$ cat src/include/ccs_pkg.sv
`default_nettype none
package ccs_pkg;
  // opcode fields of the 16-bit instruction word
  localparam logic [5:0] OP_COMPLEMENT = 6'h07;  // 0001 11da
  localparam logic [6:0] OP_CMP_SKIP = 7'h31;    // 0110 001a
  localparam int OP6_LSB = 10;
  localparam int OP7_LSB = 9;
  localparam int DEST_BIT = 9;
  localparam int ACC_BIT = 8;
  localparam logic [7:0] INDEX_LIMIT = 8'h5F;    // indexed mode for f <= 95
  localparam logic [7:0] ACCESS_SPLIT = 8'h60;   // access bank low/high split
  localparam logic [3:0] SFR_BANK = 4'hF;
  localparam int ADDR_W = 12;
  localparam int DATA_W = 8;
  localparam int INSN_W = 16;
  // phases of one instruction cycle
  typedef enum logic [1:0] {
    CCS_Q1 = 2'b00,
    CCS_Q2 = 2'b01,
    CCS_Q3 = 2'b10,
    CCS_Q4 = 2'b11
  } ccs_phase_t;
  // skip sequencing states
  typedef enum logic [1:0] {
    CCS_RUN = 2'b00,
    CCS_NOP1 = 2'b01,
    CCS_NOP2 = 2'b10
  } ccs_skip_t;
endpackage
`default_nettype wire

$ cat src/rtl/ccs_addr_gen.sv
`default_nettype none
// forms the 12-bit data address of a file operand, result held in a register
module ccs_addr_gen (
  input wire logic clk_i,
  input wire logic reset_i,
  input wire logic [7:0] file_i,
  input wire logic access_sel_i,
  input wire logic ext_set_en_i,
  input wire logic [3:0] bank_select_pointer_i,
  input wire logic [11:0] index_base_i,
  output logic [11:0] addr_o
);
  typedef struct packed {
    logic [11:0] addr;
  } ccs_ag_state_t;
  ccs_ag_state_t st_ff, nxt_st;

  // access bank, banked or indexed literal offset
  always_comb begin
    nxt_st = st_ff;
    if (access_sel_i) begin
      nxt_st.addr = {bank_select_pointer_i, file_i};
    end else if (ext_set_en_i && file_i <= ccs_pkg::INDEX_LIMIT) begin
      nxt_st.addr = index_base_i + {4'h0, file_i};
    end else if (file_i < ccs_pkg::ACCESS_SPLIT) begin
      nxt_st.addr = {4'h0, file_i};
    end else begin
      nxt_st.addr = {ccs_pkg::SFR_BANK, file_i};
    end
  end

  always_ff @(posedge clk_i) begin
    if (reset_i) begin
      st_ff <= '0;
    end else begin
      st_ff <= nxt_st;
    end
  end

  assign addr_o = st_ff.addr;
endmodule
`default_nettype wire

$ cat src/rtl/ccs_exec.sv
`default_nettype none
// Functional notes
// - complement op writes inverted data byte
// - dest bit: 0 accumulator, 1 file byte
// - access bit: 0 access bank, 1 pointer
// - indexed offset when extended and f<=95
// - compare by unsigned subtract, operands unchanged
// - equal: discard next, one nop cycle
// - two-word next instruction: second nop
module ccs_exec (
  input wire logic clk_i,
  input wire logic reset_i,
  input wire logic insn_valid_i,
  input wire logic [15:0] insn_i,
  input wire logic next_two_word_i,
  input wire logic ext_set_en_i,
  input wire logic [3:0] bank_select_pointer_i,
  input wire logic [11:0] index_base_i,
  input wire logic [7:0] acc_i,
  input wire logic [7:0] rd_data_i,
  output logic [11:0] addr_o,
  output logic rd_en_o,
  output logic wr_en_o,
  output logic [7:0] wr_data_o,
  output logic acc_we_o,
  output logic [7:0] acc_data_o,
  output logic flag_we_o,
  output logic neg_o,
  output logic zero_o,
  output logic discard_o,
  output logic busy_o
);
  typedef struct packed {
    ccs_pkg::ccs_phase_t phase;
    ccs_pkg::ccs_skip_t skip;
    logic is_comp;
    logic is_cmp;
    logic dest;
    logic two_word;
    logic rd_en;
    logic wr_en;
    logic [7:0] wr_data;
    logic acc_we;
    logic [7:0] acc_data;
    logic flag_we;
    logic neg;
    logic zero;
    logic discard;
    logic busy;
  } ccs_state_t;
  ccs_state_t st_ff, nxt_st;
  logic [8:0] diff;
  logic [7:0] inv;
  logic [7:0] file_sel;
  logic op_comp;
  logic op_cmp;

  assign file_sel = insn_i[7:0];
  assign op_comp = insn_i[15:ccs_pkg::OP6_LSB] == ccs_pkg::OP_COMPLEMENT;
  assign op_cmp = insn_i[15:ccs_pkg::OP7_LSB] == ccs_pkg::OP_CMP_SKIP;

  ccs_addr_gen u_addr (
    .clk_i(clk_i),
    .reset_i(reset_i),
    .file_i(file_sel),
    .access_sel_i(insn_i[ccs_pkg::ACC_BIT]),
    .ext_set_en_i(ext_set_en_i),
    .bank_select_pointer_i(bank_select_pointer_i),
    .index_base_i(index_base_i),
    .addr_o(addr_o)
  );

  // unsigned subtraction, only equality is used; no operand is written
  assign diff = {1'b0, rd_data_i} - {1'b0, acc_i};
  assign inv = ~rd_data_i;

  // four-phase sequencer: decode Q1, read Q2, process Q3, write Q4
  always_comb begin
    nxt_st = st_ff;
    nxt_st.wr_en = 1'b0;
    nxt_st.acc_we = 1'b0;
    nxt_st.flag_we = 1'b0;
    nxt_st.rd_en = 1'b0;
    case (st_ff.phase)
      ccs_pkg::CCS_Q1: begin
        nxt_st.phase = ccs_pkg::CCS_Q2;
        nxt_st.is_comp = 1'b0;
        nxt_st.is_cmp = 1'b0;
        // decode only when not flushing a skipped word
        if (st_ff.skip == ccs_pkg::CCS_RUN && insn_valid_i) begin
          nxt_st.is_comp = op_comp;
          nxt_st.is_cmp = op_cmp;
          nxt_st.dest = insn_i[ccs_pkg::DEST_BIT];
          nxt_st.two_word = next_two_word_i;
          nxt_st.rd_en = op_comp | op_cmp;
        end
      end
      ccs_pkg::CCS_Q2: begin
        nxt_st.phase = ccs_pkg::CCS_Q3;
      end
      ccs_pkg::CCS_Q3: begin
        nxt_st.phase = ccs_pkg::CCS_Q4;
        if (st_ff.is_comp) begin
          // result goes to one destination only
          nxt_st.wr_en = st_ff.dest;
          nxt_st.acc_we = ~st_ff.dest;
          nxt_st.wr_data = inv;
          nxt_st.acc_data = inv;
          nxt_st.flag_we = 1'b1;
          nxt_st.neg = inv[7];
          nxt_st.zero = inv == 8'h00;
        end
      end
      ccs_pkg::CCS_Q4: begin
        nxt_st.phase = ccs_pkg::CCS_Q1;
        case (st_ff.skip)
          ccs_pkg::CCS_RUN: begin
            if (st_ff.is_cmp && diff == 9'h000) begin
              nxt_st.skip = ccs_pkg::CCS_NOP1;
            end
          end
          ccs_pkg::CCS_NOP1: begin
            // second flush only when the dropped word has an operand word
            nxt_st.skip = st_ff.two_word ? ccs_pkg::CCS_NOP2 : ccs_pkg::CCS_RUN;
          end
          default: begin
            nxt_st.skip = ccs_pkg::CCS_RUN;
          end
        endcase
        nxt_st.is_comp = 1'b0;
        nxt_st.is_cmp = 1'b0;
      end
      default: begin
        nxt_st.phase = ccs_pkg::CCS_Q1;
      end
    endcase
    nxt_st.discard = nxt_st.skip != ccs_pkg::CCS_RUN;
    nxt_st.busy = nxt_st.is_comp | nxt_st.is_cmp | nxt_st.discard;
  end

  always_ff @(posedge clk_i) begin
    if (reset_i) begin
      st_ff <= '0;
    end else begin
      st_ff <= nxt_st;
    end
  end

  assign rd_en_o = st_ff.rd_en;
  assign wr_en_o = st_ff.wr_en;
  assign wr_data_o = st_ff.wr_data;
  assign acc_we_o = st_ff.acc_we;
  assign acc_data_o = st_ff.acc_data;
  assign flag_we_o = st_ff.flag_we;
  assign neg_o = st_ff.neg;
  assign zero_o = st_ff.zero;
  assign discard_o = st_ff.discard;
  assign busy_o = st_ff.busy;

  // compare never writes anything
  a_cmp_no_write: assert property (@(posedge clk_i) disable iff (reset_i)
    st_ff.is_cmp |-> !nxt_st.wr_en && !nxt_st.acc_we && !nxt_st.flag_we)
    else $error("compare wrote a destination");
  a_comp_dest: assert property (@(posedge clk_i) disable iff (reset_i)
    wr_en_o |-> !acc_we_o && wr_data_o == ~$past(rd_data_i))
    else $error("complement routed wrong");
  a_comp_flags: assert property (@(posedge clk_i) disable iff (reset_i)
    (acc_we_o || wr_en_o) |-> flag_we_o && zero_o == (acc_data_o == 8'h00))
    else $error("complement flags wrong");
  a_skip_one: assert property (@(posedge clk_i) disable iff (reset_i)
    ($rose(discard_o) && !st_ff.two_word) |-> discard_o [*4] ##1 !discard_o)
    else $error("single skip length wrong");
  a_skip_two: assert property (@(posedge clk_i) disable iff (reset_i)
    ($rose(discard_o) && st_ff.two_word) |-> discard_o [*8] ##1 !discard_o)
    else $error("double skip length wrong");
  a_skip_cause: assert property (@(posedge clk_i) disable iff (reset_i)
    $rose(discard_o) |-> $past(st_ff.is_cmp) && $past(diff) == 9'h000)
    else $error("skip without equality");
  a_addr_bank: assert property (@(posedge clk_i) disable iff (reset_i)
    insn_i[ccs_pkg::ACC_BIT] ##1 $stable(insn_i)
      |-> addr_o == {$past(bank_select_pointer_i), $past(insn_i[7:0])})
    else $error("banked address wrong");
  a_comp_one_cycle: assert property (@(posedge clk_i) disable iff (reset_i)
    (st_ff.phase == ccs_pkg::CCS_Q3 && st_ff.is_comp) |=> (wr_en_o || acc_we_o))
    else $error("complement did not finish in cycle");
  // indexed literal offset: base plus file operand, one clock later
  a_index_addr: assert property (@(posedge clk_i) disable iff (reset_i)
    (!insn_i[ccs_pkg::ACC_BIT] && ext_set_en_i && insn_i[7:0] <= ccs_pkg::INDEX_LIMIT)
      |=> addr_o == $past(index_base_i) + {4'h0, $past(insn_i[7:0])})
    else $error("indexed address wrong");
  // a word offered during a flush must never start a data read
  a_skip_drop: assert property (@(posedge clk_i) disable iff (reset_i)
    discard_o |=> !rd_en_o)
    else $error("skipped word was decoded");
  c_skip_one: cover property (@(posedge clk_i) $rose(discard_o) && !st_ff.two_word);
  c_skip_two: cover property (@(posedge clk_i) $rose(discard_o) && st_ff.two_word);
  c_comp_acc: cover property (@(posedge clk_i) acc_we_o);
  c_comp_file: cover property (@(posedge clk_i) wr_en_o);
endmodule
`default_nettype wire

$ cat config.mk
export PLATFORM = sky130hd
export DESIGN_NAME = ccs_exec
export DESIGN_NICKNAME = d
export VERILOG_FILES = /design/src/include/ccs_pkg.sv /design/src/rtl/ccs_addr_gen.sv /design/src/rtl/ccs_exec.sv
export SDC_FILE = /design/constraint.sdc
export NUM_CORES = 1
export LEC_CHECK = 0
export BUFFER_PORTS_ARGS = -buffer_cell sky130_fd_sc_hd__buf_2
export CORE_ASPECT_RATIO = 0.5
export CORE_MARGIN = 1
export CORE_UTILIZATION = 50
export CTS_BUF_LIST = sky130_fd_sc_hd__clkbuf_2
export CTS_CLUSTER_SIZE = 12
export DETAILED_ROUTE_END_ITERATION = 7
export PLACE_DENSITY = 0.79
export SLEW_MARGIN = 20
export SYNTH_ARGS = -nofsm -noshare
export SYNTH_HDL_FRONTEND = slang
export SYNTH_SLANG_ARGS = --single-unit
$ cat constraint.sdc
create_clock -name clk_i -period 3.2 [get_ports clk_i]
set_input_delay 0.8 -clock clk_i [delete_from_list [all_inputs] [get_ports clk_i]]
set_output_delay 0.8 -clock clk_i [all_outputs]
set_load 0.01 [all_outputs]
==> qor.yml, run 1 <==
grt_pass1_vias: 1879
ys_ff_latch: 35
path_class: "input port to register"
antenna_violations_before_repair: 0
r2r_slack_ns: 1.47
route.antenna.remaining_nets: 0
layout.filler_cells: 385
timing_worst_slew_pin_value_ns: 0.5920
die_h_um: 48.84
timing.final.hold_violations: 0
fmaxAchievable_ghz: 0.4198
timing_max_transition_violations_final: 0
detailed_placer_s_ending_hpwl_mm: 3.801
cts_max_path_buffers: 2
crit_chain: "buf_2 -> ha_1 -> inv_1 -> fa_1 -> and2b_2 -> o2111ai_1 -> a31oi_1 -> xor2_1 -> nand2_1 -> a221oi_1"
setup_tns_ns: 0
wl_per_cell_um: 11.94
first_pass_grt_wire_length_mm: 7.700
design.core.area_sq_um: 4044
cts_max_level: 2
crit_path_start_kind: "input port"
rsz0062_at_grt: "no"
port_buffers: 88
num_rows: 16
n_antenna_cell: 0
dr.pass1.iters: 4
die_width_um: 95.67
worst_clock_skew_ns: 0.01720
area_delta_synth_final_pct: 17.51
start_util_pct: 54.24
drcViolationCount: 0
globalRouteOverflowTotal: 0
synth_edf_count: 0
globalRouteTotalUtil_pct: 20.79
final_period_minus_worst_setup_slack_ns: 2.382
reg2reg_capture_point: "busy_o"
min_period_over_period_pct: 74.45
critical_path.n_buffers_inverters: 2
netlist_instances: 262
initialDrtViolationCount: 42
peakVddDrop_uv: 139.6
hold-path-cell-count: 1
worst_skew_pair.late_latency_ns: 0.37
dieArea_sq_um: 4672
multi_input_comb_area_sq_um: 1257
critical_path.max_fanout: 3
final.hold.worst_slack_ns: 0.4742
critical-path-max-stage-delay_ns: 0.37
cts_made_buffers: 5
finish.cell_count_without_fillers: 389
synth.net_count: 335
seq_area_sq_um: 700.7
netlist_area_sq_um: 2193
vias: 2012
hp-class: "register to register"
critical_path_arrival_ns: 2.68
place_congestion: 0.8577
postCtsSetupBuffers: 0
cts_tree: "yes"
reg2regPathDepth: 8
final_count_of_negative_setup_slack_endpoints: 0
postSynth.asyncResetShare_pct: 0
synth.yosys.seq_area_share_pct: 31.95
fin_nets: 407
post_cts_hold_buffer_count: 0
final_cell_area_sq_um: 2577
max_cap_violations: 0
syn_avg_cell_area_sq_um: 8.372
clockRootBuffer: "sky130_fd_sc_hd__clkbuf_2"
worst_case_setup_margin_in_the_final_layout_ns: 0.8177
p_total_mw: 0.9237
detail_route.vias_per_cell: 5.172
synth.lib_cells_used.distinct: 51
routed_wl_mm: 4.646
crit_path_end_kind: "register"
io_pins: 89
min_to: "acc_we_o"
worstReg2RegStart: "st_ff[30]"
synth_ff_type: "sky130_fd_sc_hd__dfxtp_1"
crit_required_ns: 3.49
finish.utilization_pct: 63.74
cts_sinks: 35
leakagePower_nw: 1.266
pin_count_of_the_biggest_net_entering_global_routing: 36
synth-warning-count: 0
run_status: "complete, no violations"
clock_slew_at_the_register_clock_pins_of_the_worst_setup_and_hold_paths_ns: 0.18
post_route_cells_drive_above_1_share_pct: 30.45
placed_cell_area_sq_um: 2537
post-place-ws_ns: 0.4291
maxSlewHeadroom_pct: 60.53
cellPowerDensity_nw_per_um2: 358.4
cp_slowest_cell: "sky130_fd_sc_hd__fa_1"
timing.critical_path.max_delay_family: "compound AO/OA/AOI/OAI gates"
placed_cells: 381
holdCritStartpoint: "st_ff[25]"
cts.repair.resized: 0
==> Yosys cell counts (2+ instances only) <==
| cell | n | area (sq um) |
|---|---|---|
| sky130_fd_sc_hd__o211ai_1 | 3 | 22.52 |
| sky130_fd_sc_hd__o21ai_0 | 6 | 30.03 |
| sky130_fd_sc_hd__dfxtp_1 | 35 | 700.7 |
| sky130_fd_sc_hd__inv_1 | 19 | 71.32 |
| sky130_fd_sc_hd__clkbuf_1 | 5 | 18.77 |
| sky130_fd_sc_hd__a21oi_1 | 21 | 105.1 |
| sky130_fd_sc_hd__o41ai_1 | 3 | 26.28 |
| sky130_fd_sc_hd__nand3_1 | 8 | 40.04 |
| sky130_fd_sc_hd__nor3_1 | 7 | 35.03 |
| sky130_fd_sc_hd__nand4_1 | 3 | 18.77 |
| sky130_fd_sc_hd__nand3b_1 | 4 | 30.03 |
| sky130_fd_sc_hd__nor4bb_1 | 2 | 20.02 |
| sky130_fd_sc_hd__nor2b_1 | 6 | 37.54 |
| sky130_fd_sc_hd__nor2_1 | 24 | 90.09 |
| sky130_fd_sc_hd__nand2_1 | 21 | 78.83 |
| sky130_fd_sc_hd__mux2i_1 | 2 | 20.02 |
| sky130_fd_sc_hd__buf_4 | 16 | 120.1 |
| sky130_fd_sc_hd__ha_1 | 19 | 237.7 |
| sky130_fd_sc_hd__and2_1 | 2 | 12.51 |
| sky130_fd_sc_hd__a221oi_1 | 3 | 26.28 |
| sky130_fd_sc_hd__xor2_1 | 5 | 43.79 |
| sky130_fd_sc_hd__xnor2_1 | 3 | 26.28 |
| sky130_fd_sc_hd__a211oi_1 | 9 | 67.56 |
| sky130_fd_sc_hd__o21a_1 | 4 | 30.03 |
| sky130_fd_sc_hd__nand2b_1 | 6 | 37.54 |
==> routing by layer <==
metal	vias to the layer above	track usage, %	wire length, um
met1	894	24.10	2006
met5	-	0	0
met3	8	4.050	247
met4	0	8.706	61
li1	1052	-	-
met2	58	37.38	2331
==> sequential cells by signal, indices dropped and copies added, names as in the netlist <==
register and cells:
u_addr.addr_o 12, acc_we_o 1, zero_o 1, busy_o 1
discard_o 1, acc_data_o 8, wr_en_o 1, rd_en_o 1
st_ff 8, flag_we_o 1
==> layout make-up <==
cell class | count | share of cell area, %
clock buffers | 5 | 0.9709
clock inverters | 3 | 0.5825
inverters | 19 | 2.767
multi-input cells | 185 | 48.79
flip-flops and latches | 35 | 27.18
well taps | 54 | 2.621
repair buffers | 88 | 17.09
==> how the worst max path moves through the flow <==
stage                     startpoint  depth (start not counted)                 to
after floorplan            insn_i[0]                          9  u_addr.addr_o[10]
after global placement     insn_i[0]                         10  u_addr.addr_o[10]
after CTS                  insn_i[0]                         10  u_addr.addr_o[10]
final                      insn_i[0]                         10   u_addr.addr_o[8]
after global routing       insn_i[0]                         10  u_addr.addr_o[10]
after detailed placement   insn_i[0]                         10  u_addr.addr_o[10]
==> logic make-up after synthesis <==
| group | after synthesis | synth area share (%) |
|---|---|---|
| compound gates | 59 | 18.60 |
| xor+xnor | 8 | 3.195 |
| fa+ha+maj | 20 | 11.75 |
| buf+inv | 42 | 10.72 |
| flops | 35 | 31.95 |
| mux | 2 | 0.9128 |
| simple gates | 96 | 22.88 |
==> cell usage in the layout (no fill, tap or decap), types with 3 or more instances in the layout <==
| cell | Yosys | layout |
|---|---|---|
| sky130_fd_sc_hd__o21ai_0 | 6 | 6 |
| sky130_fd_sc_hd__nand3b_1 | 4 | 4 |
| sky130_fd_sc_hd__o21a_1 | 4 | 4 |
| sky130_fd_sc_hd__clkbuf_2 | 0 | 5 |
| sky130_fd_sc_hd__nor3_1 | 7 | 7 |
| sky130_fd_sc_hd__xor2_1 | 5 | 5 |
| sky130_fd_sc_hd__inv_1 | 19 | 19 |
| sky130_fd_sc_hd__o41ai_1 | 3 | 3 |
| sky130_fd_sc_hd__xnor2_1 | 3 | 3 |
| sky130_fd_sc_hd__a211oi_1 | 9 | 9 |
| sky130_fd_sc_hd__dfxtp_1 | 35 | 35 |
| sky130_fd_sc_hd__o211ai_1 | 3 | 3 |
| sky130_fd_sc_hd__ha_1 | 19 | 19 |
| sky130_fd_sc_hd__nand2_1 | 21 | 21 |
| sky130_fd_sc_hd__a221oi_1 | 3 | 3 |
| sky130_fd_sc_hd__nand3_1 | 8 | 8 |
| sky130_fd_sc_hd__nor2_1 | 24 | 24 |
| sky130_fd_sc_hd__nor2b_1 | 6 | 6 |
| sky130_fd_sc_hd__nand4_1 | 3 | 3 |
| sky130_fd_sc_hd__buf_2 | 0 | 88 |
| sky130_fd_sc_hd__nand2b_1 | 6 | 6 |
| sky130_fd_sc_hd__a21oi_1 | 21 | 21 |
==> report_power, final <==
group | internal, mW | switching, mW | total [mW]
logic | 0.121 | 0.145 | 0.267
clock network | 0.0487 | 0.141 | 0.190
registers | 0.458 | 0.00916 | 0.467
(Power assumes the default switching activity.)
==> inputs of run 2 (changes only) <==
ABC_AREA = 1   (was unset)
CORE_UTILIZATION = 51   (was 50)
PLACE_DENSITY = 0.8   (was 0.79)
clock period = 2.25 ns   (was 3.2 ns; I/O delays follow)
==> qor.yml, run 2 <==
run_status: "complete, no violations"
globalRouteTotalUtil_pct: 22.62
crit_path_start_kind: "input port"
timing.critical_path.max_delay_family: "adder cells"
yosysTopAreaCellShare_pct: 30.65
die_h_um: 49.34
place_congestion: 0.8446
clock_slew_at_the_register_clock_pins_of_the_worst_setup_and_hold_paths_ns: 0.21
critical_path_arrival_ns: 2.05
rsz0062_at_grt: "no"
placed_cell_area_sq_um: 2663
post-synth-top-area-cell: "sky130_fd_sc_hd__dfxtp_1"
globalRouteOverflowTotal: 0
cts_max_level: 2
synth.yosys.seq_area_share_pct: 30.65
synth_ff_type: "sky130_fd_sc_hd__dfxtp_1"
cell_internal_pwr_mw: 1.191
timing_max_transition_violations_final: 0
cellPowerDensity_nw_per_um2: 638.3
area_delta_synth_final_pct: 20.53
r2r_slack_ns: 0.79
layout.filler_cells: 370
synth.mux.area_fraction_pct: 0
worst_clock_skew_ns: 0.02128
maxSlewHeadroom_pct: 72.20
synth_compound_gate_area_share_pct: 15.54
cp_slowest_cell: "sky130_fd_sc_hd__fa_1"
ys_ff_latch: 35
hp-class: "input port to register"
start_util_pct: 55.70
min_period_over_period_pct: 78.12
design.core.area_sq_um: 4104
first_pass_grt_wire_length_mm: 8.783
critical_path.max_fanout: 3
postSynth.asyncResetShare_pct: 0
crit_path_end_kind: "register"
post_cts_hold_buffer_count: 0
cts_tree: "yes"
synth.lib_cells_used.distinct: 32
max_cap_violations: 0
cts_sinks: 35
leakagePower_nw: 1.590
wl_per_cell_um: 11.46
finish.utilization_pct: 67.13
dieArea_sq_um: 4770
p_clk_share_pct: 30.3
clockRootBuffer: "sky130_fd_sc_hd__clkbuf_2"
largest_register_ffs: 12
pwr-share-comb_pct: 28.7
yosys.area_share.xor_xnor_pct: 1.533
initialDrtViolationCount: 66
antenna_violations_before_repair: 0
cts.repair.resized: 0
crit_chain: "buf_2 -> ha_1 -> inv_1 -> fa_1 -> inv_1 -> nand3_1 -> nand2_1 -> nand2_1 -> nand3_2 -> nand2_1 -> o21a_1 -> o21ai_1 -> a21oi_1"
final_period_minus_worst_setup_slack_ns: 1.758
crit_required_ns: 2.54
postCtsSetupBuffers: 0
final_count_of_negative_setup_slack_endpoints: 0
cts_made_buffers: 5
fmaxAchievable_ghz: 0.5689
seq_area_sq_um: 700.7
layout.cells.most_common_list: "sky130_fd_sc_hd__buf_2 (88), sky130_fd_sc_hd__nand2_1 (62), sky130_fd_sc_hd__inv_1 (52)"
critical-path-max-stage-delay_ns: 0.39
pin_count_of_the_biggest_net_entering_global_routing: 20
synth.area.top_cells: "sky130_fd_sc_hd__dfxtp_1 (31%), sky130_fd_sc_hd__ha_1 (10%), sky130_fd_sc_hd__nand2_1 (10%)"
dr.pass1.iters: 4
netlist_instances: 327
die_width_um: 96.68
critical_path.n_buffers_inverters: 3
power_switching_share_pct: 32.29
vias: 2293
grt_pass1_vias: 2070
yosys.area_share.simple_pct: 26.05
synthAdderAreaFrac_pct: 11.28
worst_skew_pair.late_latency_ns: 0.40
detail_route.vias_per_cell: 5.007
synth.net_count: 400
multi_input_comb_area_sq_um: 1244
n_antenna_cell: 0
fin_nets: 476
path_class: "input port to register"
cts_max_path_buffers: 2
register_share_of_total_power_pct: 41.0
power.net_switching_mw: 0.5679
drcViolationCount: 0
timing.final.hold_violations: 0
synth.cells.most_frequent: "sky130_fd_sc_hd__nand2_1 (62), sky130_fd_sc_hd__inv_1 (52), sky130_fd_sc_hd__dfxtp_1 (35)"
port_buffers: 88
io_pins: 89
combinational_family_with_the_most_area_after_synthesis: "simple AND/OR/NAND/NOR gates"
final_common_cell: "sky130_fd_sc_hd__buf_2"
timing_worst_slew_pin_value_ns: 0.4166
routed_wl_mm: 5.247
syn_avg_cell_area_sq_um: 6.991
netlist_area_sq_um: 2286
final_cell_area_sq_um: 2755
post_route_cells_drive_above_1_share_pct: 27.48
detailed_placer_s_ending_hpwl_mm: 4.197
route.antenna.remaining_nets: 0
cpMostUsedCell: "sky130_fd_sc_hd__nand2_1"
most_repeated_cell_in_the_gate_level_netlist_after_synthesis: "sky130_fd_sc_hd__nand2_1"
synth-warning-count: 0
synth_edf_count: 0
num_rows: 16
setup_tns_ns: 0
peakVddDrop_uv: 289.5
[run 2: layer usage]
| metal | track usage (%) | share of wire, % | vias up |
|---|---|---|---|
| met5 | 0 | 0 | - |
| met2 | 41.43 | 50 | 50 |
| met4 | 5.224 | 0.32 | 0 |
| met1 | 27.02 | 46 | 1043 |
| li1 | - | - | 1198 |
| met3 | 5.444 | 4.1 | 2 |
[run 2: logic make-up (layout without fill, tap and decap cells)]
family                   after synthesis  in the layout
XOR/XNOR                               4              4
buffers and inverters                 73            150
AND/OR/NAND/NOR                      133            133
AO/OA/AOI/OAI                         62             62
adder cells (fa/ha/maj)               20             20
flip-flops                            35             35
[run 2: final timing paths]
path | startpoint | endpoint | cells past startpoint
max | insn_i[0] | u_addr.addr_o[10] | 13
min | rd_data_i[1] | acc_data_o[1] | 2
max reg2reg | st_ff[30] | acc_data_o[7] | 6
min reg2reg | st_ff[25] | acc_we_o | 1
[run 2: cell type report]
class | count | share of cell area [%]
tap | 54 | 2.452
timing repair buffer | 90 | 16.53
multi-input combinational | 219 | 45.14
clock buffer | 5 | 0.9083
sequential | 35 | 25.43
inverter | 52 | 7.084
clock inverter | 3 | 2.452
[run 2: power by group through the flow]
| stage | sequential, mW | clock, mW | combinational [mW] |
|---|---|---|---|
| floorplan | 0.741 | 0 | 0.353 |
| global placement | 0.730 | 0 | 0.484 |
| detailed placement | 0.734 | 0 | 0.503 |
| CTS | 0.721 | 0.544 | 0.506 |
| global route | 0.727 | 0.575 | 0.573 |
| finish | 0.721 | 0.533 | 0.505 |
[run 2: metrics by stage]
| step | hold slack (ns) | total power, mW | setup WS [ns] | std cells |
|---|---|---|---|---|
| floorplan | 0.4172 | 1.094 | 0.3062 | 327 |
| global placement | 0.4309 | 1.213 | 0.1252 | 450 |
| detailed placement | 0.4475 | 1.237 | 0.08839 | 450 |
| CTS | 0.3022 | 1.771 | 0.5338 | 458 |
| global route | 0.2744 | 1.875 | 0.4180 | 458 |
| finish | 0.3318 | 1.759 | 0.4923 | 458 |
[run 2: worst reg2reg max path: cells and delay by family, from the launching register on]
family                     cells  cell delay [ns]
DFF                            1             0.38
AOI/OAI and AO/OA              2             0.31
buffers and inverters          2             0.30
adders and majority gates      1             0.21
and+or+nand+nor                1             0.17
